===== config.mk =====
export PLATFORM = sky130hd
export DESIGN_NAME = qdc_readout_control_regs
export DESIGN_NICKNAME = d
export VERILOG_FILES = /design/src/inc/qdc_readout_pkg.sv /design/src/verilog/qdc_readout_control_regs.sv
export VERILOG_INCLUDE_DIRS = /design/src /design/src/inc
export SDC_FILE = /design/constraint.sdc
export NUM_CORES = 2
export LEC_CHECK = 0
export BUFFER_PORTS_ARGS = -buffer_cell sky130_fd_sc_hd__buf_2
export CAP_MARGIN = 20
export CORE_ASPECT_RATIO = 0.9
export CORE_UTILIZATION = 35
export CTS_CLUSTER_SIZE = 24
export DETAILED_ROUTE_END_ITERATION = 10
export PLACE_DENSITY = 0.57
export SYNTH_ARGS = -nofsm -noshare
export SYNTH_HDL_FRONTEND = slang
export SYNTH_SLANG_ARGS = --single-unit

===== constraint.sdc =====
create_clock -name clk -period 50.8 [get_ports clk]
set_input_delay 12.7 -clock clk [delete_from_list [all_inputs] [get_ports clk]]
set_output_delay 12.7 -clock clk [all_outputs]
set_load 0.05 [all_outputs]

===== src/inc/qdc_readout_params.svh =====
`ifndef QDC_READOUT_PARAMS_SVH
`define QDC_READOUT_PARAMS_SVH

// Register offsets
`define OFF_CTRL1       16'h1010
`define OFF_ADDR_HI     16'h1012
`define OFF_ADDR_LO     16'h1014
`define OFF_ONESHOT     16'h1016
`define OFF_CHAIN       16'h101a
`define OFF_IRQ_THR     16'h1020
`define OFF_STATUS2     16'h1022
`define OFF_CNT_LO      16'h1024
`define OFF_CNT_HI      16'h1026
`define OFF_NEXT_EVT    16'h1028
`define OFF_NEXT_WORD   16'h102a
`define OFF_FC_WIN      16'h102e
`define OFF_MODE_SET    16'h1032
`define OFF_MODE_CLR    16'h1034
`define OFF_CNT_RST     16'h1040

// Control register one fields
`define CTRL1_BLOCK_END 2
`define CTRL1_FRONT_MODE 4
`define CTRL1_BERR_EN   5
`define CTRL1_ALIGN     6
`define CTRL1_MASK      16'h0074
`define CTRL1_KEEP_MASK 16'h0010

// Mode register fields and reset value
`define MODE_CLEAR_DATA 2
`define MODE_READ_PTR_AUTO_ADVANCE  11
`define MODE_COUNT_EVERY_TRIGGER    14
`define MODE_RESET      16'h4800

// Chain control fields
`define CHAIN_LAST_BIT  0
`define CHAIN_FIRST_BIT 1

// Buffer status fields
`define STAT2_EMPTY     1
`define STAT2_FULL      2
`define STAT2_DTYPE_LSB 4

// Data word layout
`define WORD_TYPE_MSB   26
`define WORD_TYPE_LSB   24
`define TYPE_EOB        3'h4
`define NOT_VALID_WORD  32'h0600_0000

// Widths
`define THR_BITS        5
`define FC_BITS         10

// Fast-clear window timing
`define FC_BASE_NS      7000
`define FC_STEP_PS      31250
`define CLK_PERIOD_PS   10000

`endif


===== src/inc/qdc_readout_pkg.sv =====
package qdc_readout_pkg;
  typedef enum logic [1:0] {
    CHAIN_OFF,
    CHAIN_FIRST,
    CHAIN_LAST,
    CHAIN_MIDDLE
  } chain_role_e;
endpackage


===== src/verilog/qdc_readout_control_regs.sv =====
`timescale 1ns/1ns
`include "qdc_readout_params.svh"
module qdc_readout_control_regs #(
  parameter int BUF_AW = 6
) (
  input  wire logic                              clk,
  input  wire logic                              reset,
  input  wire logic [15:0]                       reg_addr,
  input  wire logic [15:0]                       reg_wdata,
  input  wire logic                              reg_write,
  input  wire logic                              reg_read,
  output logic      [15:0]                       reg_rdata,
  output logic                                   reg_ack,
  input  wire logic [31:0]                       acq_word,
  input  wire logic                              acq_valid,
  output logic                                   acq_ready,
  input  wire logic                              trigger_seen,
  input  wire logic                              event_accepted,
  input  wire logic                              readout_active,
  input  wire logic                              block_transfer,
  output logic      [31:0]                       out_word,
  output logic                                   out_valid,
  input  wire logic                              out_ready,
  output logic                                   bus_error_output,
  input  wire logic                              front_reset,
  input  wire logic                              soft_reset_hold,
  input  wire logic                              select_decoder,
  input  wire logic [15:0]                       rotary_addr,
  output logic      [15:0]                       module_base_addr,
  input  wire logic                              daughter_type_c1,
  input  wire logic                              daughter_type_c0,
  input  wire logic                              daughter_type_d1,
  input  wire logic                              daughter_type_d0,
  input  wire logic                              irq_ack,
  output logic                                   irq_request,
  output qdc_readout_pkg::chain_role_e           chain_role,
  output logic      [`FC_BITS-1:0]               fast_clear_width,
  output logic      [15:0]                       fast_clear_cycles
);
  localparam int DEPTH = 1 << BUF_AW;

  // Control and mode state
  logic [15:0]           ctrl1;
  logic [7:0]            addr_hi;
  logic [7:0]            addr_lo;
  logic [1:0]            chain_bits;
  logic [`THR_BITS-1:0]  irq_thr;
  logic [15:0]           mode;
  logic [23:0]           evt_count;

  // Output buffer state
  logic [31:0]           buf_mem [DEPTH];
  logic [BUF_AW:0]       wr_ptr;
  logic [BUF_AW:0]       rd_ptr;
  logic [BUF_AW:0]       stored_events;
  logic                  skip_event;
  logic                  blk_done;
  logic                  pad_pending;
  logic                  word_parity;
  logic                  irq_cond_q;

  // Two-entry output buffer
  logic [32:0]           ent [2];
  logic                  ent_wr_sel;
  logic                  ent_rd_sel;
  logic [1:0]            ent_count;

  // Register decode
  wire  sel_ctrl1     = reg_addr == `OFF_CTRL1;
  wire  sel_addr_hi   = reg_addr == `OFF_ADDR_HI;
  wire  sel_addr_lo   = reg_addr == `OFF_ADDR_LO;
  wire  sel_chain     = reg_addr == `OFF_CHAIN;
  wire  sel_thr       = reg_addr == `OFF_IRQ_THR;
  wire  sel_stat2     = reg_addr == `OFF_STATUS2;
  wire  sel_cnt_lo    = reg_addr == `OFF_CNT_LO;
  wire  sel_cnt_hi    = reg_addr == `OFF_CNT_HI;
  wire  sel_fc        = reg_addr == `OFF_FC_WIN;
  wire  sel_mode      = reg_addr == `OFF_MODE_SET;
  wire  wr_ctrl1      = reg_write & sel_ctrl1;
  wire  wr_mode_set   = reg_write & sel_mode;
  wire  wr_mode_clr   = reg_write & (reg_addr == `OFF_MODE_CLR);
  wire  wr_oneshot    = reg_write & (reg_addr == `OFF_ONESHOT);
  wire  wr_next_evt   = reg_write & (reg_addr == `OFF_NEXT_EVT);
  wire  wr_next_word  = reg_write & (reg_addr == `OFF_NEXT_WORD);
  wire  wr_cnt_rst    = reg_write & (reg_addr == `OFF_CNT_RST);

  // Mode fields
  wire  front_mode    = ctrl1[`CTRL1_FRONT_MODE];
  wire  block_end     = ctrl1[`CTRL1_BLOCK_END];
  wire  berr_en       = ctrl1[`CTRL1_BERR_EN];
  wire  align_en      = ctrl1[`CTRL1_ALIGN];
  wire  auto_advance  = mode[`MODE_READ_PTR_AUTO_ADVANCE];
  wire  count_all     = mode[`MODE_COUNT_EVERY_TRIGGER];

  // Reset pulses: one-shot, front panel by mode, held software reset
  wire  soft_pulse    = wr_oneshot | (front_reset & front_mode) | soft_reset_hold;
  wire  data_pulse    = soft_pulse | (front_reset & ~front_mode) | mode[`MODE_CLEAR_DATA];

  // Buffer status
  wire  buf_empty     = wr_ptr == rd_ptr;
  wire  buf_full      = wr_ptr == {~rd_ptr[BUF_AW], rd_ptr[BUF_AW-1:0]};
  wire [31:0] head    = buf_mem[rd_ptr[BUF_AW-1:0]];
  wire  head_eob      = head[`WORD_TYPE_MSB:`WORD_TYPE_LSB] == `TYPE_EOB;
  wire  head_last     = (wr_ptr - rd_ptr) == (BUF_AW+1)'(1);
  wire  acq_push      = acq_valid & acq_ready & ~data_pulse;
  wire  acq_eob       = acq_word[`WORD_TYPE_MSB:`WORD_TYPE_LSB] == `TYPE_EOB;

  // Readout engine: choose the next word for the two-entry buffer
  wire  ent_in_ready  = ent_count != 2'd2;
  wire  emit_valid    = readout_active & ent_in_ready & ~data_pulse;
  wire  emit_nv       = pad_pending | (block_end & blk_done) | buf_empty;
  wire  emit_data     = emit_valid & ~emit_nv;
  wire [31:0] emit_word = emit_nv ? `NOT_VALID_WORD : head;
  wire  emit_berr     = emit_data & berr_en & block_transfer &
                        (block_end ? head_eob : head_last);
  wire  emit_pop      = emit_data & auto_advance;
  wire  word_pop      = wr_next_word & ~buf_empty;
  wire  skip_pop      = skip_event & ~buf_empty;
  wire  pop           = (emit_pop | word_pop | skip_pop) & ~data_pulse;
  wire  pop_eob       = pop & head_eob;
  wire  odd_event     = ~word_parity;

  // Event counting and interrupt condition
  wire  cnt_inc       = count_all ? trigger_seen : event_accepted;
  wire  cnt_clear     = wr_cnt_rst | soft_pulse | (data_pulse & ~count_all);
  wire  irq_cond      = (irq_thr != '0) &&
                        (32'(stored_events) == 32'(irq_thr));

  // Fast-clear window in clock cycles, rounded down
  wire [31:0] fc_ps   = 32'(`FC_BASE_NS) * 32'd1000 + 32'(fast_clear_width) * 32'(`FC_STEP_PS);

  assign acq_ready        = ~buf_full;
  assign out_valid        = ent_count != 2'd0;
  assign out_word         = ent[ent_rd_sel][31:0];
  assign bus_error_output = ent[ent_rd_sel][32];
  assign module_base_addr = select_decoder ? {addr_hi, addr_lo} : rotary_addr;
  assign fast_clear_cycles = 16'(fc_ps / 32'(`CLK_PERIOD_PS));

  // Chain role from first and last bits
  always_comb begin
    case (chain_bits)
      2'b10:   chain_role = qdc_readout_pkg::CHAIN_FIRST;
      2'b01:   chain_role = qdc_readout_pkg::CHAIN_LAST;
      2'b11:   chain_role = qdc_readout_pkg::CHAIN_MIDDLE;
      default: chain_role = qdc_readout_pkg::CHAIN_OFF;
    endcase
  end

  // Read data mux
  logic [15:0] next_rdata;
  always_comb begin
    next_rdata = 16'h0000;
    if (sel_ctrl1) next_rdata = ctrl1;
    if (sel_addr_hi) next_rdata = {8'h00, addr_hi};
    if (sel_addr_lo) next_rdata = {8'h00, addr_lo};
    if (sel_thr) next_rdata = 16'(irq_thr);
    if (sel_stat2) begin
      next_rdata[`STAT2_EMPTY] = buf_empty;
      next_rdata[`STAT2_FULL] = buf_full;
      next_rdata[`STAT2_DTYPE_LSB +: 4] = {daughter_type_c1, daughter_type_c0,
                                           daughter_type_d1, daughter_type_d0};
    end
    if (sel_cnt_lo) next_rdata = evt_count[15:0];
    if (sel_cnt_hi) next_rdata = {8'h00, evt_count[23:16]};
    if (sel_fc) next_rdata = 16'(fast_clear_width);
    if (sel_mode) next_rdata = mode;
  end

  // Register bus answer, one cycle after the strobe
  always_ff @(posedge clk or posedge reset) begin
    if (reset) begin
      reg_rdata <= 16'h0000;
      reg_ack   <= 1'b0;
    end else begin
      reg_rdata <= reg_read ? next_rdata : 16'h0000;
      reg_ack   <= reg_read | reg_write;
    end
  end

  // Control register one: soft reset keeps only the front mode bit
  always_ff @(posedge clk or posedge reset) begin
    if (reset) begin
      ctrl1 <= 16'h0000;
    end else if (wr_ctrl1) begin
      ctrl1 <= reg_wdata & `CTRL1_MASK;
    end else if (soft_pulse) begin
      ctrl1 <= ctrl1 & `CTRL1_KEEP_MASK;
    end
  end

  // Address decoder, chain, threshold, fast-clear and mode registers
  always_ff @(posedge clk or posedge reset) begin
    if (reset) begin
      addr_hi          <= 8'h00;
      addr_lo          <= 8'h00;
      chain_bits       <= 2'b00;
      irq_thr          <= '0;
      fast_clear_width <= '0;
      mode             <= `MODE_RESET;
    end else begin
      if (reg_write && sel_addr_hi) addr_hi <= reg_wdata[7:0];
      if (reg_write && sel_addr_lo) addr_lo <= reg_wdata[7:0];
      if (reg_write && sel_chain) chain_bits <= {reg_wdata[`CHAIN_FIRST_BIT], reg_wdata[`CHAIN_LAST_BIT]};
      if (reg_write && sel_thr) irq_thr <= reg_wdata[`THR_BITS-1:0];
      if (reg_write && sel_fc) fast_clear_width <= reg_wdata[`FC_BITS-1:0];
      if (wr_mode_set) mode <= mode | reg_wdata;
      if (wr_mode_clr) mode <= mode & ~reg_wdata;
    end
  end

  // Event counter
  always_ff @(posedge clk or posedge reset) begin
    if (reset) begin
      evt_count <= 24'h000000;
    end else if (cnt_clear) begin
      evt_count <= 24'h000000;
    end else if (cnt_inc) begin
      evt_count <= evt_count + 24'h000001;
    end
  end

  // Output buffer write side
  always_ff @(posedge clk) begin
    if (acq_push) buf_mem[wr_ptr[BUF_AW-1:0]] <= acq_word;
  end

  // Buffer pointers and stored event count
  always_ff @(posedge clk or posedge reset) begin
    if (reset) begin
      wr_ptr        <= '0;
      rd_ptr        <= '0;
      stored_events <= '0;
    end else if (data_pulse) begin
      wr_ptr        <= '0;
      rd_ptr        <= '0;
      stored_events <= '0;
    end else begin
      if (acq_push) wr_ptr <= wr_ptr + (BUF_AW+1)'(1);
      if (pop) rd_ptr <= rd_ptr + (BUF_AW+1)'(1);
      stored_events <= stored_events + (BUF_AW+1)'(acq_push & acq_eob) - (BUF_AW+1)'(pop_eob);
    end
  end

  // Event skip, block-end latch, alignment pad and word parity
  always_ff @(posedge clk or posedge reset) begin
    if (reset) begin
      skip_event  <= 1'b0;
      blk_done    <= 1'b0;
      pad_pending <= 1'b0;
      word_parity <= 1'b0;
    end else if (data_pulse) begin
      skip_event  <= 1'b0;
      blk_done    <= 1'b0;
      pad_pending <= 1'b0;
      word_parity <= 1'b0;
    end else begin
      if (wr_next_evt) skip_event <= 1'b1;
      else if (pop_eob) skip_event <= 1'b0;
      if (!block_transfer) blk_done <= 1'b0;
      else if (emit_data && head_eob && block_end) blk_done <= 1'b1;
      if (emit_valid && pad_pending) pad_pending <= 1'b0;
      else if (emit_data && head_eob) pad_pending <= align_en & block_transfer & odd_event;
      if (emit_data) word_parity <= head_eob ? 1'b0 : ~word_parity;
    end
  end

  // Interrupt request held until the condition ends or acknowledge
  always_ff @(posedge clk or posedge reset) begin
    if (reset) begin
      irq_request <= 1'b0;
      irq_cond_q  <= 1'b0;
    end else begin
      irq_cond_q <= irq_cond;
      if (irq_cond && !irq_cond_q) irq_request <= 1'b1;
      else if (!irq_cond || irq_ack) irq_request <= 1'b0;
    end
  end

  // Two-entry output buffer, stall from the receiver holds the engine
  always_ff @(posedge clk or posedge reset) begin
    if (reset) begin
      ent[0]     <= 33'h0;
      ent[1]     <= 33'h0;
      ent_wr_sel <= 1'b0;
      ent_rd_sel <= 1'b0;
      ent_count  <= 2'd0;
    end else begin
      if (emit_valid) begin
        ent[ent_wr_sel] <= {emit_berr, emit_word};
        ent_wr_sel      <= ~ent_wr_sel;
      end
      if (out_valid && out_ready) ent_rd_sel <= ~ent_rd_sel;
      ent_count <= ent_count + 2'(emit_valid) - 2'(out_valid & out_ready);
    end
  end
endmodule


==> summary.md <==
| Metric | Value |
|---|---|
| Outcome | finished clean |
| Leading area contributor after synthesis | edfxtp_1 |
| Final setup margin | 19.03 ns |
| Post-synth top flop | edfxtp_1 |
| Drt first-iter violations | 5374 |
| Final setup fails | 0 |
| TNS Setup | 0 ns |
| Clock power frac | 28.6% |
| Post-placement cell count | 8556 |
| Psw | 1.88 mW |
| Ports | 195 |
| Post-synth EDFFs | 2048 |
| Port bufs | 191 |
| Routed WL per cell | 28.6 um |
| Reg-to-reg setup timing slack | 43.88 ns |
| First-pass DRT Iterations | 5 |
| Yosys warns | 0 |
| Post-route DRC | 0 |
| Final Max Slew Viols | 0 |
| Netlist cell types | 131 |
| Dpl ws | 20.08 ns |
| GRT Residual Overflow | 0 |
| # nets final | 5466 |
| Maximum clock frequency | 31.5 MHz |
| Crit Path Max Fanout | 15 |
| Slew Limit Headroom | 24.3% |
| Met3 Resource Use GR | 2.97% |
| Met2 Usage GRT | 29.5% |
| Critical path type | reg -> out |
| Sequential fraction of design power | 37.9% |
| Total setup buffers inserted after CTS | 0 |
| Post-Syn Area | 94600 um2 |
| P_leak | 34.2 nW |
| Post-cts sizing count | 0 |
| Most area-consuming cells after synthesis | edfxtp_1 (65%), mux4_2 (16%), dfrtp_1 (5.0%) |
| Tcrit/Tclk final | 62.5% |
| Dpl hpwl | 146000 um |
| FILL cells | 23870 |
| Antenna-violating nets left | 0 |
| Power Density | 49.8 nW/um2 |
| Layout cells sized above 1 | 28.5% |
| Worst setup SP type | flip-flop |
| Site row count | 180 |
| Post-CTS Hold Fix Bufs | 0 |
| Avg Cell Area, Syn | 19.2 um2 |
| Gate Count Post-Synth | 4936 |
| Die ar. | 273000 um2 |
| Vias in the first global route | 50088 |
| Post-DR vias/cell | 5.59 |
| Final core occ | 40.2% |
| Maximum clock path buffer count | 4 |
| Die Y | 495 um |
| Clk slew on worst S/H paths | 0.06 ns |
| Starting Density | 35.3% |
| Slowest cell on the critical path | a311oi_2 |
| Hold crit path type | reg -> reg |
| Worst slew pin tran | 1.14 ns |
| Switching Fraction | 35.2% |
| Worst Path Arrival | 19.07 ns |
| Largest net degree at the start of global routing | 146 |
| Worst setup EP type | output port |
| First-pass GRT wire length | 368000 um |
| Seq/Total Area, Yosys | 70.0% |
| Clk_skew | 0.0587 ns |
| Met1 Use GR | 27.3% |
| Count of state elements after synthesis | 2239 |
| Maxcap violations | 0 |
| Asr flop ratio synth | 8.53% |
| Routed wire length | 256000 um |
| H-tree depth | 4 |
| CTS tree | yes |
| Worst hold slack | 0.435 ns |
| Share of the synthesized area in the top cell type | 65.0% |
| Core Area | 268000 um2 |
| Req. time, crit path | 38.10 ns |
| CTS buffer count | 214 |
| All-Layer GR Usage | 18.7% |
| Vias | 50074 |
| Largest stage delay, worst path | 0.83 ns |
| Area Growth Syn to Fin | 13.7% |
| Unrepaired setup endpoints after global routing | false |
| Power Internal | 3.48 mW |
| Busiest grt layer | met2 |
| Final hold violations | 0 |
| Initial antenna violation count | 14 |
| Logic pwr share | 33.4% |
| Die W | 550 um |
| Clk_lat worst skew | 0.87 ns |
| Clock sink total | 2239 |
| CTS Root Cell | clkbuf_16 |
| Routability Congestion | 0.805 |
| Peak supply drop | 0.193 mV |
| Min Tclk post-route | 31.77 ns |
| Post-route non-filler standard cell count | 8964 |
-- power groups by stage --
stage	registers, mW	clock network (mW)	logic, mW
after floorplan	2.07	0	1.42
after global placement	2.07	0	1.77
after detailed placement	2.07	0	1.78
after CTS	2.03	1.56	1.79
after global routing	2.03	1.63	1.95
final	2.03	1.54	1.79
-- sequential cells by signal (all words and copies together), names as in the netlist, 4 cells and up, named ones only --
register          flops
evt_count            24
ent                  66
addr_hi               8
rd_ptr                7
fast_clear_width     10
stored_events         7
buf_mem            2048
ctrl1                 4
wr_ptr                7
irq_thr               5
reg_rdata            16
addr_lo               8
-- area by class of cell --
cell class | instances | area, um2 | share of cell area [%]
Inverter | 107 | 418 | 0.388
Antenna cell | 3 | 7.51 | 0.00698
Sequential cell | 2239 | 66300 | 61.6
Clock buffer | 283 | 5760 | 5.35
Clock inverter | 98 | 798 | 0.742
Timing Repair Buffer | 323 | 2340 | 2.17
Tap cell | 3549 | 4440 | 4.13
Multi-Input combinational cell | 2362 | 27600 | 25.6
-- metal layers --
metal  part of all wire, %  up-vias
li1                      -    20905
met1                    45    27057
met2                    47     1796
met3                   6.7      312
met4                   2.0        4
met5                0.0086        -
-- worst max-delay path: cells and delay by family, from the launching register on --
family / cells / cell delay [ns]
compound gates: 23 / 8.32
fa+ha+maj: 6 / 2.74
simple gates: 10 / 2.73
xor+xnor: 3 / 1.55
mux: 4 / 1.51
buf+inv: 6 / 0.85
flops: 1 / 0.51
-- cell usage after synthesis (22+ instances only) --
master,instances
a21o_1,22
nand2_1,222
buf_1,65
mux2_2,97
nand4_1,31
and3_1,26
a31oi_1,30
nor3_1,43
fa_1,27
mux2i_1,26
clkbuf_1,143
dfrtp_1,189
edfxtp_1,2048
and2_1,32
xor2_1,57
nand3_1,46
ha_1,94
a22oi_1,28
nor2_1,229
a21oi_1,109
xnor2_1,70
o21ai_0,114
mux4_2,666
inv_1,102
-- final timing paths --
check                               startpoint                   end  cells after the start
max                        fast_clear_width[1]  fast_clear_cycles[0]                     52
min                                 irq_cond_q           irq_request                      1
max reg2reg                          rd_ptr[0]                ent[1]                     10
min reg2reg                         irq_cond_q           irq_request                      1
max in group asynchronous                reset               ent[60]                      3
min in group asynchronous                reset          reg_rdata[2]                      2
-- cell families after synthesis --
group	count (synthesis)	synth area share (%)
flip-flops	2239	70.0
multiplexers	790	17.3
AND/OR/NAND/NOR	756	3.90
AO/OA/AOI/OAI	552	4.20
buffers and inverters	337	1.39
XOR/XNOR	133	1.30
adder cells (fa/ha/maj)	128	1.89
other	1	0.00396
-- through the flow --
stage                     cell area, um2  power [mW]
final                             108000        5.36
after global routing              108000        5.62
after CTS                         107000        5.38
after detailed placement          101000        3.85
after global placement            101000        3.84
after floorplan                    94700        3.49
-- layout by cell type (no fill, tap or decap), types with 15 or more instances in the layout --
cell type,count
edfxtp_1,2048
mux4_2,666
nand2_1,221
clkbuf_16,217
buf_2,191
dfrtp_1,185
nor2_1,165
o21ai_0,114
a21oi_1,109
inv_1,101
buf_4,101
mux2_2,97
ha_1,94
xnor2_1,70
nor2_4,64
xor2_1,57
clkbuf_1,55
nand3_1,46
nor3_1,41
clkinv_1,40
clkinv_2,33
and2_1,32
nand4_1,31
a31oi_1,30
a22oi_1,28
fa_1,27
mux2i_1,26
and3_1,26
buf_12,26
a21o_1,22
o21a_1,19
a211oi_1,18
o211ai_1,18
or2_2,15
No activity file was read; power rests on OpenSTA's default activity.
